[config.mk]
export PLATFORM = sky130hd
export DESIGN_NAME = dword16_cmd
export DESIGN_NICKNAME = d
export VERILOG_FILES = /design/src/dword16_pkg.sv /design/src/dword16_cmd.sv /design/src/spi_shifter.sv
export SDC_FILE = /design/constraint.sdc
export NUM_CORES = 1
export LEC_CHECK = 0
export BUFFER_PORTS_ARGS = -buffer_cell sky130_fd_sc_hd__buf_2
export CAP_MARGIN = 15
export CORE_MARGIN = 10
export CORE_UTILIZATION = 35
export CTS_CLUSTER_DIAMETER = 50
export DETAILED_ROUTE_END_ITERATION = 10
export PLACE_DENSITY = 0.49
export SLEW_MARGIN = 10
export SYNTH_ARGS = -nofsm -noshare
export SYNTH_HDL_FRONTEND = slang
export SYNTH_SLANG_ARGS = --single-unit
[constraint.sdc]
create_clock -name core_clk -period 2.98 [get_ports core_clk]
set_clock_uncertainty 0.1 [all_clocks]
set_input_delay 0.894 -clock core_clk [delete_from_list [all_inputs] [get_ports core_clk]]
set_output_delay 0.894 -clock core_clk [all_outputs]
set_load 0.05 [all_outputs]
[src/dword16_pkg.sv]
// Purpose: Constants for the parameter-dword-16 and soft reset command block
// Assumes: 40 MHz core clock
// Notes:   Used by the interpreter only; its serial front end does not use it
package dword16_pkg;
  // ---------------------------------------------------------------
  // Commands
  // ---------------------------------------------------------------
  localparam logic [7:0] CMD_RST_EN   = 8'h66;
  localparam logic [7:0] CMD_RST      = 8'h99;
  localparam logic [7:0] CMD_WREN     = 8'h06;
  localparam logic [7:0] CMD_VWREN    = 8'h50;
  localparam logic [7:0] CMD_WRSR1    = 8'h01;
  localparam logic [7:0] CMD_WRSR2    = 8'h31;
  localparam logic [7:0] CMD_RDSR     = 8'h05;
  localparam logic [7:0] CMD_PARAM_RD = 8'h5a;
  // ---------------------------------------------------------------
  // Dword 16 fields
  // ---------------------------------------------------------------
  localparam logic [7:0] PARAM_BASE    = 8'h68;
  localparam int         ENTER_LSB     = 24;
  localparam logic [7:0] ENTER_FIELD   = 8'h80;
  localparam int         EXIT_LSB      = 14;
  localparam logic [9:0] EXIT_FIELD    = 10'h300;
  localparam int         SRST_LSB      = 8;
  localparam logic [5:0] SRST_FIELD    = 6'h30;
  localparam int         RFU_BIT       = 7;
  localparam logic [6:0] SR1_FIELD     = 7'h68;
  localparam logic [31:0] DWORD16 =
    {ENTER_FIELD, EXIT_FIELD, SRST_FIELD, 1'b1, SR1_FIELD};
  // ---------------------------------------------------------------
  // Status register 1 and timing
  // ---------------------------------------------------------------
  localparam logic [7:0] SR1_NV_RESET  = 8'h00;
  localparam int         RESET_TIME_NS = 10000;
  localparam int         CLK_PERIOD_NS = 25;
  localparam int         RESET_CYCLES  = RESET_TIME_NS / CLK_PERIOD_NS;
endpackage : dword16_pkg

[src/dword16_cmd.sv]
// Purpose: Parameter dword 16 read-out, soft reset pair, SR1 write arming
// Assumes: Host keeps commands well formed; link clock slower than core/4
// Notes:   Non-volatile copy is a register standing in for the array cell
// Overview of operation
// - Parameter read at bytes 68h..6Bh returns E8h, 30h, C0h, 80h.
// - No 4-byte entry; bits 31:24 read 10000000b.
// - No 4-byte exit; bits 23:14 read 11_0000_0000b.
// - Soft reset happens only on 66h then 99h.
// - Reset pair accepted on 1, 2 or 4 wires, per current mode.
// - Bits 13:8 read 11_0000b; bit 7 reads one.
// - At power-up both SR1 copies load SR1_NV_RESET; soft reset reloads SR1 from the non-volatile copy.
// - 06h arms next status write to update the non-volatile SR1.
// - 50h arms status write affecting only the volatile SR1.
// - Bits 6:0 read 1101000b.
// - Reset takes about 10us; all commands rejected meanwhile.
module dword16_cmd #(
  parameter int RESET_CYCLES = dword16_pkg::RESET_CYCLES
) (
  // Clock and reset
  input  wire logic       core_clk,
  input  wire logic       reset,
  input  wire logic       clkEn,
  // Link pins
  input  wire logic       sck,
  input  wire logic       csN,
  input  wire logic [3:0] ioIn,
  output logic [3:0]      ioOut,
  output logic [3:0]      ioOe,
  // Operating width: 0 single, 1 dual, 2 quad
  input  wire logic [1:0] laneMode,
  // Status
  output logic [7:0]      sr1Volatile,
  output logic [7:0]      sr1NonVol,
  output logic            resetBusy
);
  // ---------------------------------------------------------------
  // Serial front end
  // ---------------------------------------------------------------
  logic       byteValid;
  logic [7:0] byteData;
  logic       frameStart;
  logic       frameEnd;
  logic       selected;
  logic       sckFall;
  spi_shifter u_shift (
    .core_clk  (core_clk),
    .reset     (reset),
    .clkEn     (clkEn),
    .sck       (sck),
    .csN       (csN),
    .ioIn      (ioIn),
    .laneMode  (laneMode),
    .byteValid (byteValid),
    .byteData  (byteData),
    .frameStart(frameStart),
    .frameEnd  (frameEnd),
    .selected  (selected),
    .sckFall   (sckFall)
  );
  // ---------------------------------------------------------------
  // Frame state
  // ---------------------------------------------------------------
  typedef enum logic [2:0] {
    FR_IDLE  = 3'b000,
    FR_CMD   = 3'b001,
    FR_ADDR  = 3'b010,
    FR_DUMMY = 3'b011,
    FR_DATA  = 3'b100,
    FR_WDATA = 3'b101,
    FR_SKIP  = 3'b110
  } frame_e;
  frame_e     frame_q;
  logic [7:0] cmd_q;
  logic [1:0] addrCnt_q;
  logic [7:0] addr_q;
  logic [7:0] wrByte_q;
  logic       wrSeen_q;
  logic       rstArmed_q;
  logic       wenNv_q;
  logic       wenVol_q;
  logic       fire;
  logic       rejecting;
  assign rejecting = resetBusy;
  // Reset fires at frame end so the host finishes its clocks first
  assign fire = frameEnd && frame_q == FR_SKIP && cmd_q == dword16_pkg::CMD_RST
                && rstArmed_q;
  always_ff @(posedge core_clk) begin
    if (reset) begin
      frame_q   <= FR_IDLE;
      cmd_q     <= 8'h00;
      addrCnt_q <= 2'd0;
      addr_q    <= 8'h00;
      wrByte_q  <= 8'h00;
      wrSeen_q  <= 1'b0;
    end else if (clkEn) begin
      if (frameStart) begin
        frame_q  <= rejecting ? FR_SKIP : FR_CMD;
        cmd_q    <= 8'h00;
        wrSeen_q <= 1'b0;
      end else if (frameEnd) begin
        frame_q <= FR_IDLE;
      end else if (byteValid) begin
        unique case (frame_q)
          FR_CMD: begin
            cmd_q     <= byteData;
            addrCnt_q <= 2'd0;
            if (byteData == dword16_pkg::CMD_PARAM_RD) begin
              frame_q <= FR_ADDR;
            end else if (byteData == dword16_pkg::CMD_WRSR1 ||
                         byteData == dword16_pkg::CMD_WRSR2) begin
              frame_q <= FR_WDATA;
            end else if (byteData == dword16_pkg::CMD_RDSR) begin
              frame_q <= FR_DATA;
            end else begin
              frame_q <= FR_SKIP;
            end
          end
          FR_ADDR: begin
            addr_q    <= byteData;
            addrCnt_q <= addrCnt_q + 2'd1;
            if (addrCnt_q == 2'd2) begin
              frame_q <= FR_DUMMY;
            end
          end
          FR_DUMMY: frame_q <= FR_DATA;
          FR_DATA:  addr_q <= addr_q + 8'h01;
          FR_WDATA: begin
            if (!wrSeen_q) begin
              wrByte_q <= byteData;
              wrSeen_q <= 1'b1;
            end
          end
          default: ;
        endcase
      end
    end
  end
  // ---------------------------------------------------------------
  // Soft reset pair and recovery timer
  // ---------------------------------------------------------------
  logic        cmdDone;
  logic [15:0] rstCnt_q;
  assign cmdDone = frameEnd && (frame_q != FR_IDLE) && (frame_q != FR_CMD)
                   && !rejecting;
  always_ff @(posedge core_clk) begin
    if (reset) begin
      rstArmed_q <= 1'b0;
    end else if (clkEn && cmdDone) begin
      rstArmed_q <= (cmd_q == dword16_pkg::CMD_RST_EN);
    end
  end
  always_ff @(posedge core_clk) begin
    if (reset) begin
      rstCnt_q  <= 16'h0000;
      resetBusy <= 1'b0;
    end else if (clkEn) begin
      if (fire && !rejecting) begin
        rstCnt_q  <= 16'(RESET_CYCLES);
        resetBusy <= 1'b1;
      end else if (rstCnt_q != 16'h0000) begin
        rstCnt_q <= rstCnt_q - 16'h0001;
        if (rstCnt_q == 16'h0001) begin
          resetBusy <= 1'b0;
        end
      end
    end
  end
  // ---------------------------------------------------------------
  // Status register 1 copies and write arming
  // ---------------------------------------------------------------
  logic wrsrDone;
  assign wrsrDone = cmdDone && wrSeen_q && frame_q == FR_WDATA;
  always_ff @(posedge core_clk) begin
    if (reset) begin
      wenNv_q  <= 1'b0;
      wenVol_q <= 1'b0;
    end else if (clkEn) begin
      if (fire) begin
        wenNv_q  <= 1'b0;
        wenVol_q <= 1'b0;
      end else if (cmdDone) begin
        wenNv_q  <= (cmd_q == dword16_pkg::CMD_WREN) ||
                    (wenNv_q && cmd_q != dword16_pkg::CMD_WRSR1 &&
                     cmd_q != dword16_pkg::CMD_WRSR2);
        wenVol_q <= (cmd_q == dword16_pkg::CMD_VWREN);
      end
    end
  end
  // Non-volatile copy: a real part keeps it across power loss
  always_ff @(posedge core_clk) begin
    if (reset) begin
      sr1NonVol <= dword16_pkg::SR1_NV_RESET;
    end else if (clkEn && wrsrDone && wenNv_q && !wenVol_q) begin
      sr1NonVol <= wrByte_q;
    end
  end
  always_ff @(posedge core_clk) begin
    if (reset) begin
      sr1Volatile <= dword16_pkg::SR1_NV_RESET;
    end else if (clkEn) begin
      if (fire) begin
        sr1Volatile <= sr1NonVol;
      end else if (wrsrDone && (wenVol_q || wenNv_q)) begin
        sr1Volatile <= wrByte_q;
      end
    end
  end
  // ---------------------------------------------------------------
  // Read-out path, single wire on the data-out pin
  // ---------------------------------------------------------------
  logic [7:0] outByte;
  logic [7:0] outShift_q;
  logic [2:0] outBit_q;
  logic [7:0] rel;
  always_comb begin
    rel     = addr_q - dword16_pkg::PARAM_BASE;
    outByte = 8'h00;
    if (cmd_q == dword16_pkg::CMD_RDSR) begin
      outByte = sr1Volatile;
    end else if (rel < 8'h04) begin
      outByte = dword16_pkg::DWORD16[rel[1:0]*8 +: 8];
    end
  end
  always_ff @(posedge core_clk) begin
    if (reset) begin
      outShift_q <= 8'h00;
      outBit_q   <= 3'd0;
      ioOut      <= 4'h0;
      ioOe       <= 4'h0;
    end else if (clkEn) begin
      if (!selected || frame_q != FR_DATA) begin
        outBit_q <= 3'd0;
        ioOe     <= 4'h0;
        ioOut    <= 4'h0;
      end else if (sckFall) begin
        ioOe <= 4'h2;
        if (outBit_q == 3'd0) begin
          ioOut      <= {2'b00, outByte[7], 1'b0};
          outShift_q <= {outByte[6:0], 1'b0};
        end else begin
          ioOut      <= {2'b00, outShift_q[7], 1'b0};
          outShift_q <= {outShift_q[6:0], 1'b0};
        end
        outBit_q <= outBit_q + 3'd1;
      end
    end
  end
  // ---------------------------------------------------------------
  // Checks
  // ---------------------------------------------------------------
  // Read-out bytes are checked at the mux, not against the package word
  logic paramRd;
  assign paramRd = cmd_q == dword16_pkg::CMD_PARAM_RD;
  chk_enter_field: assert property (
    @(posedge core_clk) disable iff (reset)
    paramRd && addr_q == 8'h6b |-> outByte == 8'h80)
    else $error("enter field wrong");
  chk_exit_field: assert property (
    @(posedge core_clk) disable iff (reset)
    paramRd && addr_q == 8'h6a |-> outByte == 8'hc0)
    else $error("exit field wrong");
  chk_srst_field: assert property (
    @(posedge core_clk) disable iff (reset)
    paramRd && addr_q == 8'h69 |-> outByte == 8'h30)
    else $error("soft reset field wrong");
  chk_sr1_field: assert property (
    @(posedge core_clk) disable iff (reset)
    paramRd && addr_q == 8'h68 |-> outByte == 8'he8)
    else $error("sr1 field or bit 7 wrong");
  chk_reset_pair: assert property (
    @(posedge core_clk) disable iff (reset)
    $rose(resetBusy) |-> $past(rstArmed_q) && $past(cmd_q) == 8'h99)
    else $error("reset without enable pair");
  chk_reset_hold: assert property (
    @(posedge core_clk) disable iff (reset)
    $rose(resetBusy) |-> rstCnt_q == 16'(RESET_CYCLES))
    else $error("reset timer not loaded");
  chk_reject_busy: assert property (
    @(posedge core_clk) disable iff (reset)
    resetBusy && frameStart |=> frame_q == FR_SKIP)
    else $error("command taken during reset");
  chk_arm_drop: assert property (
    @(posedge core_clk) disable iff (reset)
    clkEn && cmdDone && cmd_q != 8'h66 |=> !rstArmed_q)
    else $error("reset enable not dropped");
  chk_vol_only: assert property (
    @(posedge core_clk) disable iff (reset)
    wrsrDone && wenVol_q |=> $stable(sr1NonVol))
    else $error("volatile write touched nv copy");
  chk_sr1_reload: assert property (
    @(posedge core_clk) disable iff (reset)
    clkEn && fire |=> sr1Volatile == $past(sr1NonVol))
    else $error("sr1 not reloaded");
  chk_nv_guard: assert property (
    @(posedge core_clk) disable iff (reset)
    wrsrDone && !wenNv_q |=> $stable(sr1NonVol))
    else $error("nv copy written without write enable");
  chk_vol_write: assert property (
    @(posedge core_clk) disable iff (reset)
    clkEn && wrsrDone && wenVol_q |=> sr1Volatile == $past(wrByte_q))
    else $error("volatile write lost");
  chk_busy_quiet: assert property (
    @(posedge core_clk) disable iff (reset)
    resetBusy |-> ioOe == 4'h0)
    else $error("output driven during reset");
endmodule : dword16_cmd

[src/spi_shifter.sv]
// Purpose: Serial front end: samples link pins, shifts on 1, 2 or 4 wires
// Assumes: Mode 0 or 3; input sampled on link clock rising edge
// Notes:   Output data changes on link clock falling edge
module spi_shifter (
  // Clock and reset
  input  wire logic       core_clk,
  input  wire logic       reset,
  input  wire logic       clkEn,
  // Link pins
  input  wire logic       sck,
  input  wire logic       csN,
  input  wire logic [3:0] ioIn,
  // Lane width: 0 single, 1 dual, 2 quad
  input  wire logic [1:0] laneMode,
  // Byte side
  output logic            byteValid,
  output logic [7:0]      byteData,
  output logic            frameStart,
  output logic            frameEnd,
  output logic            selected,
  output logic            sckFall
);
  // ---------------------------------------------------------------
  // Synchronisers
  // ---------------------------------------------------------------
  logic [5:0] syncA_q;
  logic [5:0] syncB_q;
  logic       sckOld_q;
  logic       csOld_q;
  always_ff @(posedge core_clk) begin
    if (reset) begin
      // Idle pin levels, so no false link clock edge follows reset
      syncA_q  <= 6'h20;
      syncB_q  <= 6'h20;
      sckOld_q <= 1'b0;
      csOld_q  <= 1'b1;
    end else if (clkEn) begin
      syncA_q  <= {csN, ioIn, sck};
      syncB_q  <= syncA_q;
      sckOld_q <= syncB_q[0];
      csOld_q  <= syncB_q[5];
    end
  end
  logic       sckS;
  logic       csS;
  logic [3:0] ioS;
  logic       sckRise;
  assign sckS       = syncB_q[0];
  assign ioS        = syncB_q[4:1];
  assign csS        = syncB_q[5];
  assign sckRise    = clkEn && !csS && sckS && !sckOld_q;
  assign sckFall    = clkEn && !csS && !sckS && sckOld_q;
  assign frameStart = clkEn && !csS && csOld_q;
  assign frameEnd   = clkEn && csS && !csOld_q;
  assign selected   = !csS;
  // ---------------------------------------------------------------
  // Shift register
  // ---------------------------------------------------------------
  logic [7:0] shift_q;
  logic [3:0] bits_q;
  logic [7:0] shift_d;
  logic [3:0] bits_d;
  always_comb begin
    shift_d = shift_q;
    bits_d  = bits_q;
    unique case (laneMode)
      2'd1: begin
        shift_d = {shift_q[5:0], ioS[1:0]};
        bits_d  = bits_q + 4'd2;
      end
      2'd2: begin
        shift_d = {shift_q[3:0], ioS};
        bits_d  = bits_q + 4'd4;
      end
      default: begin
        shift_d = {shift_q[6:0], ioS[0]};
        bits_d  = bits_q + 4'd1;
      end
    endcase
  end
  always_ff @(posedge core_clk) begin
    if (reset) begin
      shift_q   <= 8'h00;
      bits_q    <= 4'h0;
      byteValid <= 1'b0;
      byteData  <= 8'h00;
    end else if (clkEn) begin
      byteValid <= 1'b0;
      if (csS) begin
        bits_q <= 4'h0;
      end else if (sckRise) begin
        if (bits_d[3]) begin
          bits_q    <= 4'h0;
          byteValid <= 1'b1;
          byteData  <= shift_d;
        end else begin
          bits_q <= bits_d;
        end
        shift_q <= shift_d;
      end
    end
  end
endmodule : spi_shifter
## Word level (Yosys, flattened, before mapping)

Index checks and enable logic that the tools add are counted.

- $add $sub $neg: 8
- $lt $le $gt $ge: 1
- Equality and inequality tests: 25
- Shift operators: 1
- Multiplexer cells: 48
- Bitwise gates (word level): 5
- Reductions and logical operators: 65

Operators by type and width:

| operator | number |
|---|---|
| 8-bit 2-to-1 mux | 9 |
| 16-bit 2-to-1 mux | 2 |
| 8-bit case mux with 2 select lines | 2 |
| 32-bit by 6-bit indexed part select with 8-bit output, first input constant | 1 |
| 3-bit 2-to-1 mux | 9 |
| 8-bit by 3-bit == test with 1-bit output, second input constant | 3 |
| 8-bit by 7-bit == test with 1-bit output, second input constant | 3 |
| 1-bit logical AND | 24 |
| 4-bit 2-to-1 mux | 6 |
| 2-bit nonzero test | 11 |
| 16-bit by 1-bit == test with 1-bit output, second input constant | 1 |
| 4-bit AND reduction | 4 |
| 16-bit nonzero test | 1 |
| 16-bit by 1-bit subtractor with 16-bit output, second input constant | 1 |
| 1-bit 2-to-1 mux | 14 |
| 2-bit AND reduction | 5 |
| 5-bit AND reduction | 2 |
| 3-bit == test, second input constant | 3 |
| 3-bit case mux with 3 select lines | 1 |
| 3-bit AND reduction | 3 |
| 8-bit by 1-bit adder with 8-bit output, second input constant | 1 |
| 8-bit by 1-bit == test with 1-bit output, second input constant | 1 |
| 8-bit by 6-bit == test with 1-bit output, second input constant | 1 |
| 8-bit == test, second input constant | 1 |
| other kinds (27) | 44 |

- Register bits after elaboration: 119
- Bits of input ports: 11
- Output and inout port bits: 25
- Word-level logic and storage cells: 178

## Depth between registers and ports, before layout

Gate-level depths: netlist of run 1.

- Depth in word-level cells: 10
- Mapped depth: 8
- Mapped depth without buffers: 7

## By module

A second synthesis of run 1 with hierarchy kept.

- Cell total of the unflattened synthesis: 635
- Area, all modules: 5,610.4 um^2

Modules (own cells, without submodules):

| module | times used | cells each | area an instance (um^2) | sequential area each (um^2) |
|---|---|---|---|---|
| dword16_cmd | 1 | 456 | 4,075.2 | 1,561.5 |
| spi_shifter | 1 | 179 | 1,535.2 | 660.6 |

## Worst setup path after synthesis of run 1

OpenSTA, ideal clock, no wires.

- Kind: input -> register
- Start point: in laneMode[0]
- End point: reg u_shift.byteData[6]
- Setup time: 0.128 ns
- Arrival: 2.134 ns
- Required time: 2.752 ns
- Slack: 0.618 ns
- Stages on the path: 7
- Path buffers: 1
- Cells stage by stage: inv_1 > ha_1 > o21ai_0 > and2_1 > buf_2 > mux2i_1 > nor2_1

- Longest elaborated chain between the ends: 3
- Elaborated cells between the ends (all ways): 5
- Those cells by class: eq/ne: 2; mux: 2; reduce/logical: 1

Ends and longest elaborated chain:

| what | line | source |
|---|---|---|
| start: declaration | dword16_cmd.sv:30 | `input wire logic [1:0] laneMode,` |
| 2-bit == test / 2-bit by 1-bit == test with 1-bit output (equally long branches) | spi_shifter.sv:66 | `unique case (laneMode)` |
| 4-bit case mux with 2 select lines | spi_shifter.sv:66 |  |
| 4-bit AND reduction (no source line) | - |  |
| end signal: assignment | spi_shifter.sv:95 | `byteData <= shift_d;` |
| end: declaration | spi_shifter.sv:17 | `output logic [7:0] byteData,` |

Several ways; a longest one is shown, not always the timed one.
A chain may end at the register's enable or synchronous reset.

## Final worst setup path of run 1

- Start point: reg frame_q[2]
- End point: reg outBit_q[0]

- Longest elaborated chain between the ends: 4
- Elaborated cells between the ends (all ways): 5
- Those cells by class: eq/ne: 1; mux: 1; reduce/logical: 3

Ends and longest elaborated chain:

| what | line | source |
|---|---|---|
| start: declaration | dword16_cmd.sv:72 | `frame_e frame_q;` |
| start signal: assignment | dword16_cmd.sv:97 | `frame_q <= rejecting ? FR_SKIP : FR_CMD;` |
| 3-bit inequality test * | dword16_cmd.sv:231 | `if (!selected \|\| frame_q != FR_DATA) begin` |
| 1-bit logical OR * | dword16_cmd.sv:231 |  |
| 2-bit nonzero test (no source line) | - |  |
| 2-bit AND reduction (no source line) | - |  |
| end signal: assignment | dword16_cmd.sv:244 | `outBit_q <= outBit_q + 3'd1;` |
| end: declaration | dword16_cmd.sv:213 | `logic [2:0] outBit_q;` |

Mark *: on every way between the ends. The rest lies on a longest branch, timed or not.

==> results.cfg, run 1 <==
[run_status]
status = complete, no violations

[sta]
drv_slew = 0
setup_viol = 0
rsz0062_at_grt = no
min_period_over_period_pct = 79.7
fmax_ghz = 0.421
setup_tns_ns = 0
tightest_slew_ns = 0.754
hold_viol_final = 0
period_needed_ns = 2.38
slew_headroom_pct = 49.7

[power]
internal_power_mw = 2.76
p_sw_mw = 1.26
peakVddDrop_mv = 0.312
leakagePower_nw = 2.54
clockPowerShare_pct = 34.1
power_frac_seq_pct = 43.4
p_comb_share_pct = 22.5
power_density_nw_per_um2 = 648
swShare_pct = 31.4

[floorplan]
core_sq_um = 15400
dieArea_sq_um = 21300
rows = 45
initial_core_util_pct = 36.1
die_h_um = 146
dieWidth_um = 146
ios = 36

[setup_path]
slowest_stage = or3b_1
critPathBufInv = 0
critPathMaxStageDelay_ns = 0.64
crit_chain = or3b_1 > o31ai_2 > nor2_1 > a211oi_1
arrival_ns = 2.55
crit_path_max_fanout = 16
critical-path-top-delay-family = compound AO/OA/AOI/OAI gates
endpoint_kind = register
rr_startpoint = frame_q[2]
crit_type = register to register
startpoint = frame_q[2]
cp-start-kind = register
required_ns = 3.16

[logic_synthesis]
synthXorXnorAreaFrac_pct = 2.82
yosysTopAreaCellShare_pct = 40.0
post-synth-top-count-cell = dfxtp_1
muxShareOfSynthArea_pct = 9.20
avgSynthCellArea_sq_um = 8.62
synth_top_family_by_area = simple AND/OR/NAND/NOR gates
synthAdderAreaFrac_pct = 3.61
ys_top_cells_by_area = dfxtp_1 40%, mux2i_1 9.2%, nor2_1 6.7%
synth-seq-cells = 111
synth-simple-area-share_pct = 24.2
synth-edff-count = 0
yosysWarningCount = 0
syn_area_sq_um = 5550
synth_cell_types = 65
synthCells = 644
synth_flop_cell = dfxtp_1
synth_common_cells = 111 x dfxtp_1, 99 x nor2_1, 51 x mux2i_1, 49 x nand2_1, 37 x a21oi_1
async_flop_share_pct = 0
synth_compound_area_share_pct = 15.0
synth_top_area_cell = dfxtp_1
synth_seq_area_share_pct = 40.0

[finish]
area_delta_synth_final_pct = 12.1
fillers = 1560
seq_area_sq_um = 2220
antenna_cells = 0
drive_gt1_share_pct = 11.3
final_util_pct = 40.5
multi_input_area_sq_um = 3060
layout.nets = 687

[routing]
ant_nets = 0
viasPerCell = 5.23
route.detailed.drc = 0
firstDrtPassIters = 5
totalWireLength_um = 13500
route.vias.total = 4579
drt_iter0_markers = 216
wl_per_cell_um = 15.5

[global_route]
grt_pass1_vias = 4232
grt_pass1_wl_um = 22200
antenna_found_initial = 0
grt_max_degree = 37
grt_usage_pct = 12.6
grt.overflow.total = 0

[cts]
htreeDepth = 3
clockRootBuffer = clkbuf_16
numCtsBuffers = 9
clkSinkCount = 111
cts_resized = 0
clock_path_buffers = 2
cts.clk_slew.worst_paths_ns = 0.07
clk_latency_ns = 0.36
post_cts_buffers = 0
cts_hold_buf = 0
cts_tree = done

[hold_path]
holdCritPathClass = register to register
hp-start = u_shift.syncA_q[5]

[placement]
place.gp.congestion = 0.807
port-buffer-count = 29
dp_hpwl_um = 9740

[flow_run]
maxCapViolCount = 0
[power by group through the flow]
stage	Combinational (mW)	Sequential, mW	Clock, mW
after floorplan	0.766	1.73	0
after global placement	0.888	1.78	0
after detailed placement	0.902	1.78	0
after CTS	0.907	1.75	1.41
after global routing	1.00	1.77	1.47
final	0.906	1.75	1.37
[final timing paths]
kind	slack, ns	cells after the start	endpoint
worst max register to register	0.60	4	outBit_q[0]
worst min register to register	0.36	1	u_shift.syncB_q[5]
worst max-delay path	0.60	4	outBit_q[0]
worst min-delay path	0.36	1	u_shift.syncB_q[5]
[through the flow]
stage	total power, mW	instances	cell area (sq um)	setup slack [ns]	hold slack [ns]
after CTS	4.06	876	6220	0.617	0.359
after floorplan	2.50	649	5570	0.618	0.320
after global routing	4.24	876	6220	0.475	0.377
final	4.03	876	6220	0.605	0.358
after detailed placement	2.68	860	5880	0.262	0.341
after global placement	2.66	860	5880	0.321	0.335
[layer usage]
metal / track usage [%] / part of all wire (%) / up-vias / wire length, um
li1: - / - / 2310 / -
met1: 16.7 / 50 / 2194 / 6790
met2: 19.6 / 46 / 62 / 6240
met3: 2.79 / 2.7 / 13 / 368
met4: 4.30 / 1.1 / 0 / 153
met5: 0 / 0 / - / 0
[registers in the layout, indices dropped and copies added (netlist names), 2 cells and up]
register,flops
u_shift.bits_q,3
u_shift.syncA_q,6
sr1Volatile,8
u_shift.syncB_q,6
rstCnt_q,16
cmd_q,8
u_shift.shift_q,7
outBit_q,3
sr1NonVol,8
frame_q,3
u_shift.byteData,8
wrByte_q,8
addrCnt_q,2
outShift_q,7
addr_q,8
[logic make-up (layout without fill, tap and decap cells)]
family                   after synthesis  count (layout)
AO/OA/AOI/OAI                        129             129
XOR/XNOR                              17              17
adder cells (fa/ha/maj)               16              16
buffers and inverters                 61              77
flip-flops                           111             111
multiplexers                          51              51
other                                  1               6
AND/OR/NAND/NOR                      258             258
[area by class of cell]
cell class                      instances  share of cell area [%]
Sequential cell                       111                    35.7
Inverter                               19                    1.15
Clock buffer                           10                    3.84
Timing Repair Buffer                   42                    4.10
Multi-Input combinational cell        477                    49.3
Tap cell                              211                    4.25
Clock inverter                          6                    1.65
[cell usage in the layout (no fill, tap or decap), types with 2 or more instances in the layout]
| cell type | Yosys | routed |
|---|---|---|
| nand4_1 | 5 | 5 |
| a311oi_1 | 3 | 3 |
| nand2b_1 | 6 | 6 |
| a32oi_1 | 2 | 2 |
| dfxtp_1 | 111 | 111 |
| o31ai_1 | 8 | 8 |
| buf_2 | 11 | 29 |
| nor2b_1 | 8 | 8 |
| nor4_1 | 11 | 11 |
| bufinv_16 | 0 | 2 |
| and3_1 | 6 | 6 |
| xnor2_1 | 6 | 6 |
| a211o_1 | 3 | 3 |
| inv_6 | 0 | 2 |
| conb_1 | 1 | 6 |
| nand2_1 | 49 | 49 |
| a211oi_1 | 15 | 15 |
| clkbuf_16 | 0 | 9 |
| or4_4 | 2 | 2 |
| a22oi_1 | 10 | 10 |
| nand3_1 | 17 | 17 |
| a221oi_1 | 6 | 6 |
| nor3b_2 | 2 | 2 |
| inv_1 | 19 | 19 |
| mux2i_1 | 51 | 51 |
| or3_1 | 3 | 3 |
| nor3b_1 | 4 | 4 |
| xor2_1 | 10 | 10 |
| nor4bb_1 | 4 | 4 |
| a31oi_1 | 4 | 4 |
| buf_4 | 8 | 12 |
| nand3b_1 | 10 | 10 |
| nor3_1 | 13 | 13 |
| nor4b_2 | 2 | 2 |
| nor2_1 | 99 | 99 |
| and2_1 | 3 | 3 |
| o21ai_0 | 29 | 29 |
| a21oi_1 | 37 | 37 |
| o211ai_1 | 2 | 2 |
| ha_1 | 16 | 16 |
[worst register-to-register path: stages (launching register included)]
cell      delay [ns]
dfxtp_1         0.61
or3b_1          0.65
o31ai_2         0.64
nor2_1          0.08
a211oi_1        0.22
Power figures use the tool's default switching activity.
==> run 2, diff against run 1 <==
--- a/config.mk
+++ b/config.mk
@@ -5,13 +5,14 @@
 export SDC_FILE = /design/constraint.sdc
 export NUM_CORES = 1
 export LEC_CHECK = 0
+export ABC_AREA = 1
 export BUFFER_PORTS_ARGS = -buffer_cell sky130_fd_sc_hd__buf_2
 export CAP_MARGIN = 15
 export CORE_MARGIN = 10
 export CORE_UTILIZATION = 35
 export CTS_CLUSTER_DIAMETER = 50
 export DETAILED_ROUTE_END_ITERATION = 10
-export PLACE_DENSITY = 0.49
+export PLACE_DENSITY = 0.51
 export SLEW_MARGIN = 10
 export SYNTH_ARGS = -nofsm -noshare
 export SYNTH_HDL_FRONTEND = slang
==> constraint.sdc (replaced) <==
create_clock -name core_clk -period 2 [get_ports core_clk]
set_clock_uncertainty 0.1 [all_clocks]
set_input_delay 0.6 -clock core_clk [delete_from_list [all_inputs] [get_ports core_clk]]
set_output_delay 0.6 -clock core_clk [all_outputs]
set_load 0.05 [all_outputs]
==> results.cfg, run 2 <==
[cts]
post_cts_buffers = 0
clock_path_buffers = 2
htreeDepth = 3
cts_resized = 0
numCtsBuffers = 9
clockRootBuffer = clkbuf_16
clkSinkCount = 111
cts_hold_buf = 0
cts.clk_slew.worst_paths_ns = 0.08
clk_latency_ns = 0.36
cts_tree = done

[sta]
drv_slew = 0
hold_viol_final = 0
setup_viol = 0
min_period_over_period_pct = 89.9
fmax_ghz = 0.556
rsz0062_at_grt = no
hold_slack_ns = 0.364
setup_ws_ns = 0.202
setup_tns_ns = 0
period_needed_ns = 1.80

[finish]
layout_commonest_cell = nand2_1
largest_register = rstCnt_q
layout.nets = 957
antenna_cells = 0
seq_area_sq_um = 2220
area_delta_synth_final_pct = 14.9
multi_input_area_sq_um = 3130
drive_gt1_share_pct = 13.2
largest_reg_flops = 16
fillers = 1766
final_util_pct = 40.9
final_cell_mix = 172 x nand2_1, 124 x nor2_1, 110 x dfxtp_1

[setup_path]
cp-start-kind = register
r2r-end = sr1Volatile[4]
worstRegToRegCells = 9
rr_startpoint = frame_q[0]
required_ns = 2.16
crit_type = register to register
endpoint_kind = register
arrival_ns = 1.95
ff2ff_setup_slack_ns = 0.20
crit_path_max_fanout = 8

[logic_synthesis]
synth_top_area_cell = dfxtp_1
synth-seq-cells = 111
synth_common_cells = 172 x nand2_1, 124 x nor2_1, 111 x dfxtp_1, 96 x inv_1, 88 x a21oi_1
synth_seq_area_share_pct = 37.7
avgSynthCellArea_sq_um = 6.71
synth_cell_types = 41
syn_area_sq_um = 5900
synth-edff-count = 0
ys_top_cells_by_area = dfxtp_1 38%, nand2_1 11%, nor2_1 7.9%
yosysWarningCount = 0
synth_flop_cell = dfxtp_1
post-synth-top-count-cell = nand2_1
async_flop_share_pct = 0
synthCells = 880
yosysTopAreaCellShare_pct = 37.7

[global_route]
grt.overflow.total = 0
grt_usage_pct = 13.7
grt_pass1_wl_um = 25500
antenna_found_initial = 0
grt_max_degree = 36
grt_pass1_vias = 5221

[floorplan]
dieWidth_um = 150
core_sq_um = 16600
die_h_um = 150
rows = 47
initial_core_util_pct = 35.6
dieArea_sq_um = 22500
ios = 36

[hold_path]
hp-start = addrCnt_q[0]
min_path_cells = 2
holdCritPathClass = register to register
worstHoldEndpoint = addrCnt_q[0]

[routing]
firstDrtPassIters = 4
drt_iter0_markers = 239
route.detailed.drc = 0
wl_per_cell_um = 12.8
route.vias.total = 5382
totalWireLength_um = 14800
ant_nets = 0
viasPerCell = 4.66

[power]
leakagePower_nw = 2.98
peakVddDrop_mv = 0.456
power_density_nw_per_um2 = 958

[placement]
dp_hpwl_um = 11100
port-buffer-count = 29
place_ws_ns = -0.120
place.gp.congestion = 0.813

[flow_run]
maxCapViolCount = 0

[run_status]
status = complete, no violations
run 2: cell count changes after synthesis, sizes merged, moves of 9 or more:
cell,previous run,this run
o21ai,30,99
nand3b,11,2
nor4,13,2
inv,19,108
nand2,49,177
a211oi,15,1
mux2i,51,0
nor2,99,131
a21oi,38,91
nand3,18,59
run 2: how the worst max path moves through the flow:
stage                   endpoint   startpoint  cells past startpoint  slack [ns]
3_5_place_dp         wrByte_q[2]        clkEn                      8       -0.12
6_report          sr1Volatile[4]   frame_q[0]                      9        0.20
4_1_cts             sr1NonVol[1]   frame_q[2]                      7        0.14
3_3_place_gp         wrByte_q[2]        clkEn                      9       -0.09
5_1_grt           sr1Volatile[0]   frame_q[0]                      9        0.05
2_1_floorplan  u_shift.bits_q[0]  laneMode[0]                      8        0.05
run 2: layout make-up:
class / instances / area share, %
Clock inverter: 6 / 1.07
Timing Repair Buffer: 65 / 6.31
Inverter: 111 / 6.15
Tap cell: 220 / 4.06
Clock buffer: 10 / 3.52
Multi-Input combinational cell: 632 / 46.1
Sequential cell: 111 / 32.8
run 2: metal layers:
| metal | track usage (%) | wire length, um | vias up |
|---|---|---|---|
| li1 | - | - | 2937 |
| met1 | 18.3 | 7420 | 2389 |
| met2 | 22.1 | 6780 | 46 |
| met3 | 2.66 | 436 | 10 |
| met4 | 3.74 | 164 | 0 |
| met5 | 0 | 0 | - |
run 2: critical path, cell delays in order, from the launching register on:
cell and delay, ns:
dfxtp_1 0.45, inv_2 0.09, nor3_2 0.22, nand2_1 0.16
nor2_4 0.15, o21ai_1 0.17, nand2_4 0.10, inv_2 0.07
nor2_1 0.14, nor2_1 0.05
run 2: logic make-up (layout without fill, tap and decap cells):
group / count (synthesis) / in the layout / synth area share [%]
adder cells (fa/ha/maj): 16 / 16 / 3.39
AO/OA/AOI/OAI: 208 / 208 / 18.6
other: 1 / 6 / 0.0635
buffers and inverters: 142 / 192 / 9.92
AND/OR/NAND/NOR: 393 / 393 / 29.0
XOR/XNOR: 9 / 9 / 1.34
flip-flops: 111 / 111 / 37.7
run 2: per-stage QoR:
stage          std cells  power, mW  area, sq um
3_5_place_dp        1139       4.65         6450
4_1_cts             1155       6.59         6770
3_3_place_gp        1139       4.65         6450
5_1_grt             1155       7.05         6780
2_1_floorplan        885       4.23         5920
6_report            1155       6.49         6780
run 2: where the power goes:
| group | switching (mW) | total, mW | leakage [nW] | internal, mW |
|---|---|---|---|---|
| clock | 0.881 | 1.91 | 0.155 | 1.03 |
| combinational | 1.26 | 2.00 | 1.93 | 0.739 |
| sequential | 0.196 | 2.59 | 0.901 | 2.39 |
| total | 2.34 | 6.49 | 2.98 | 4.16 |
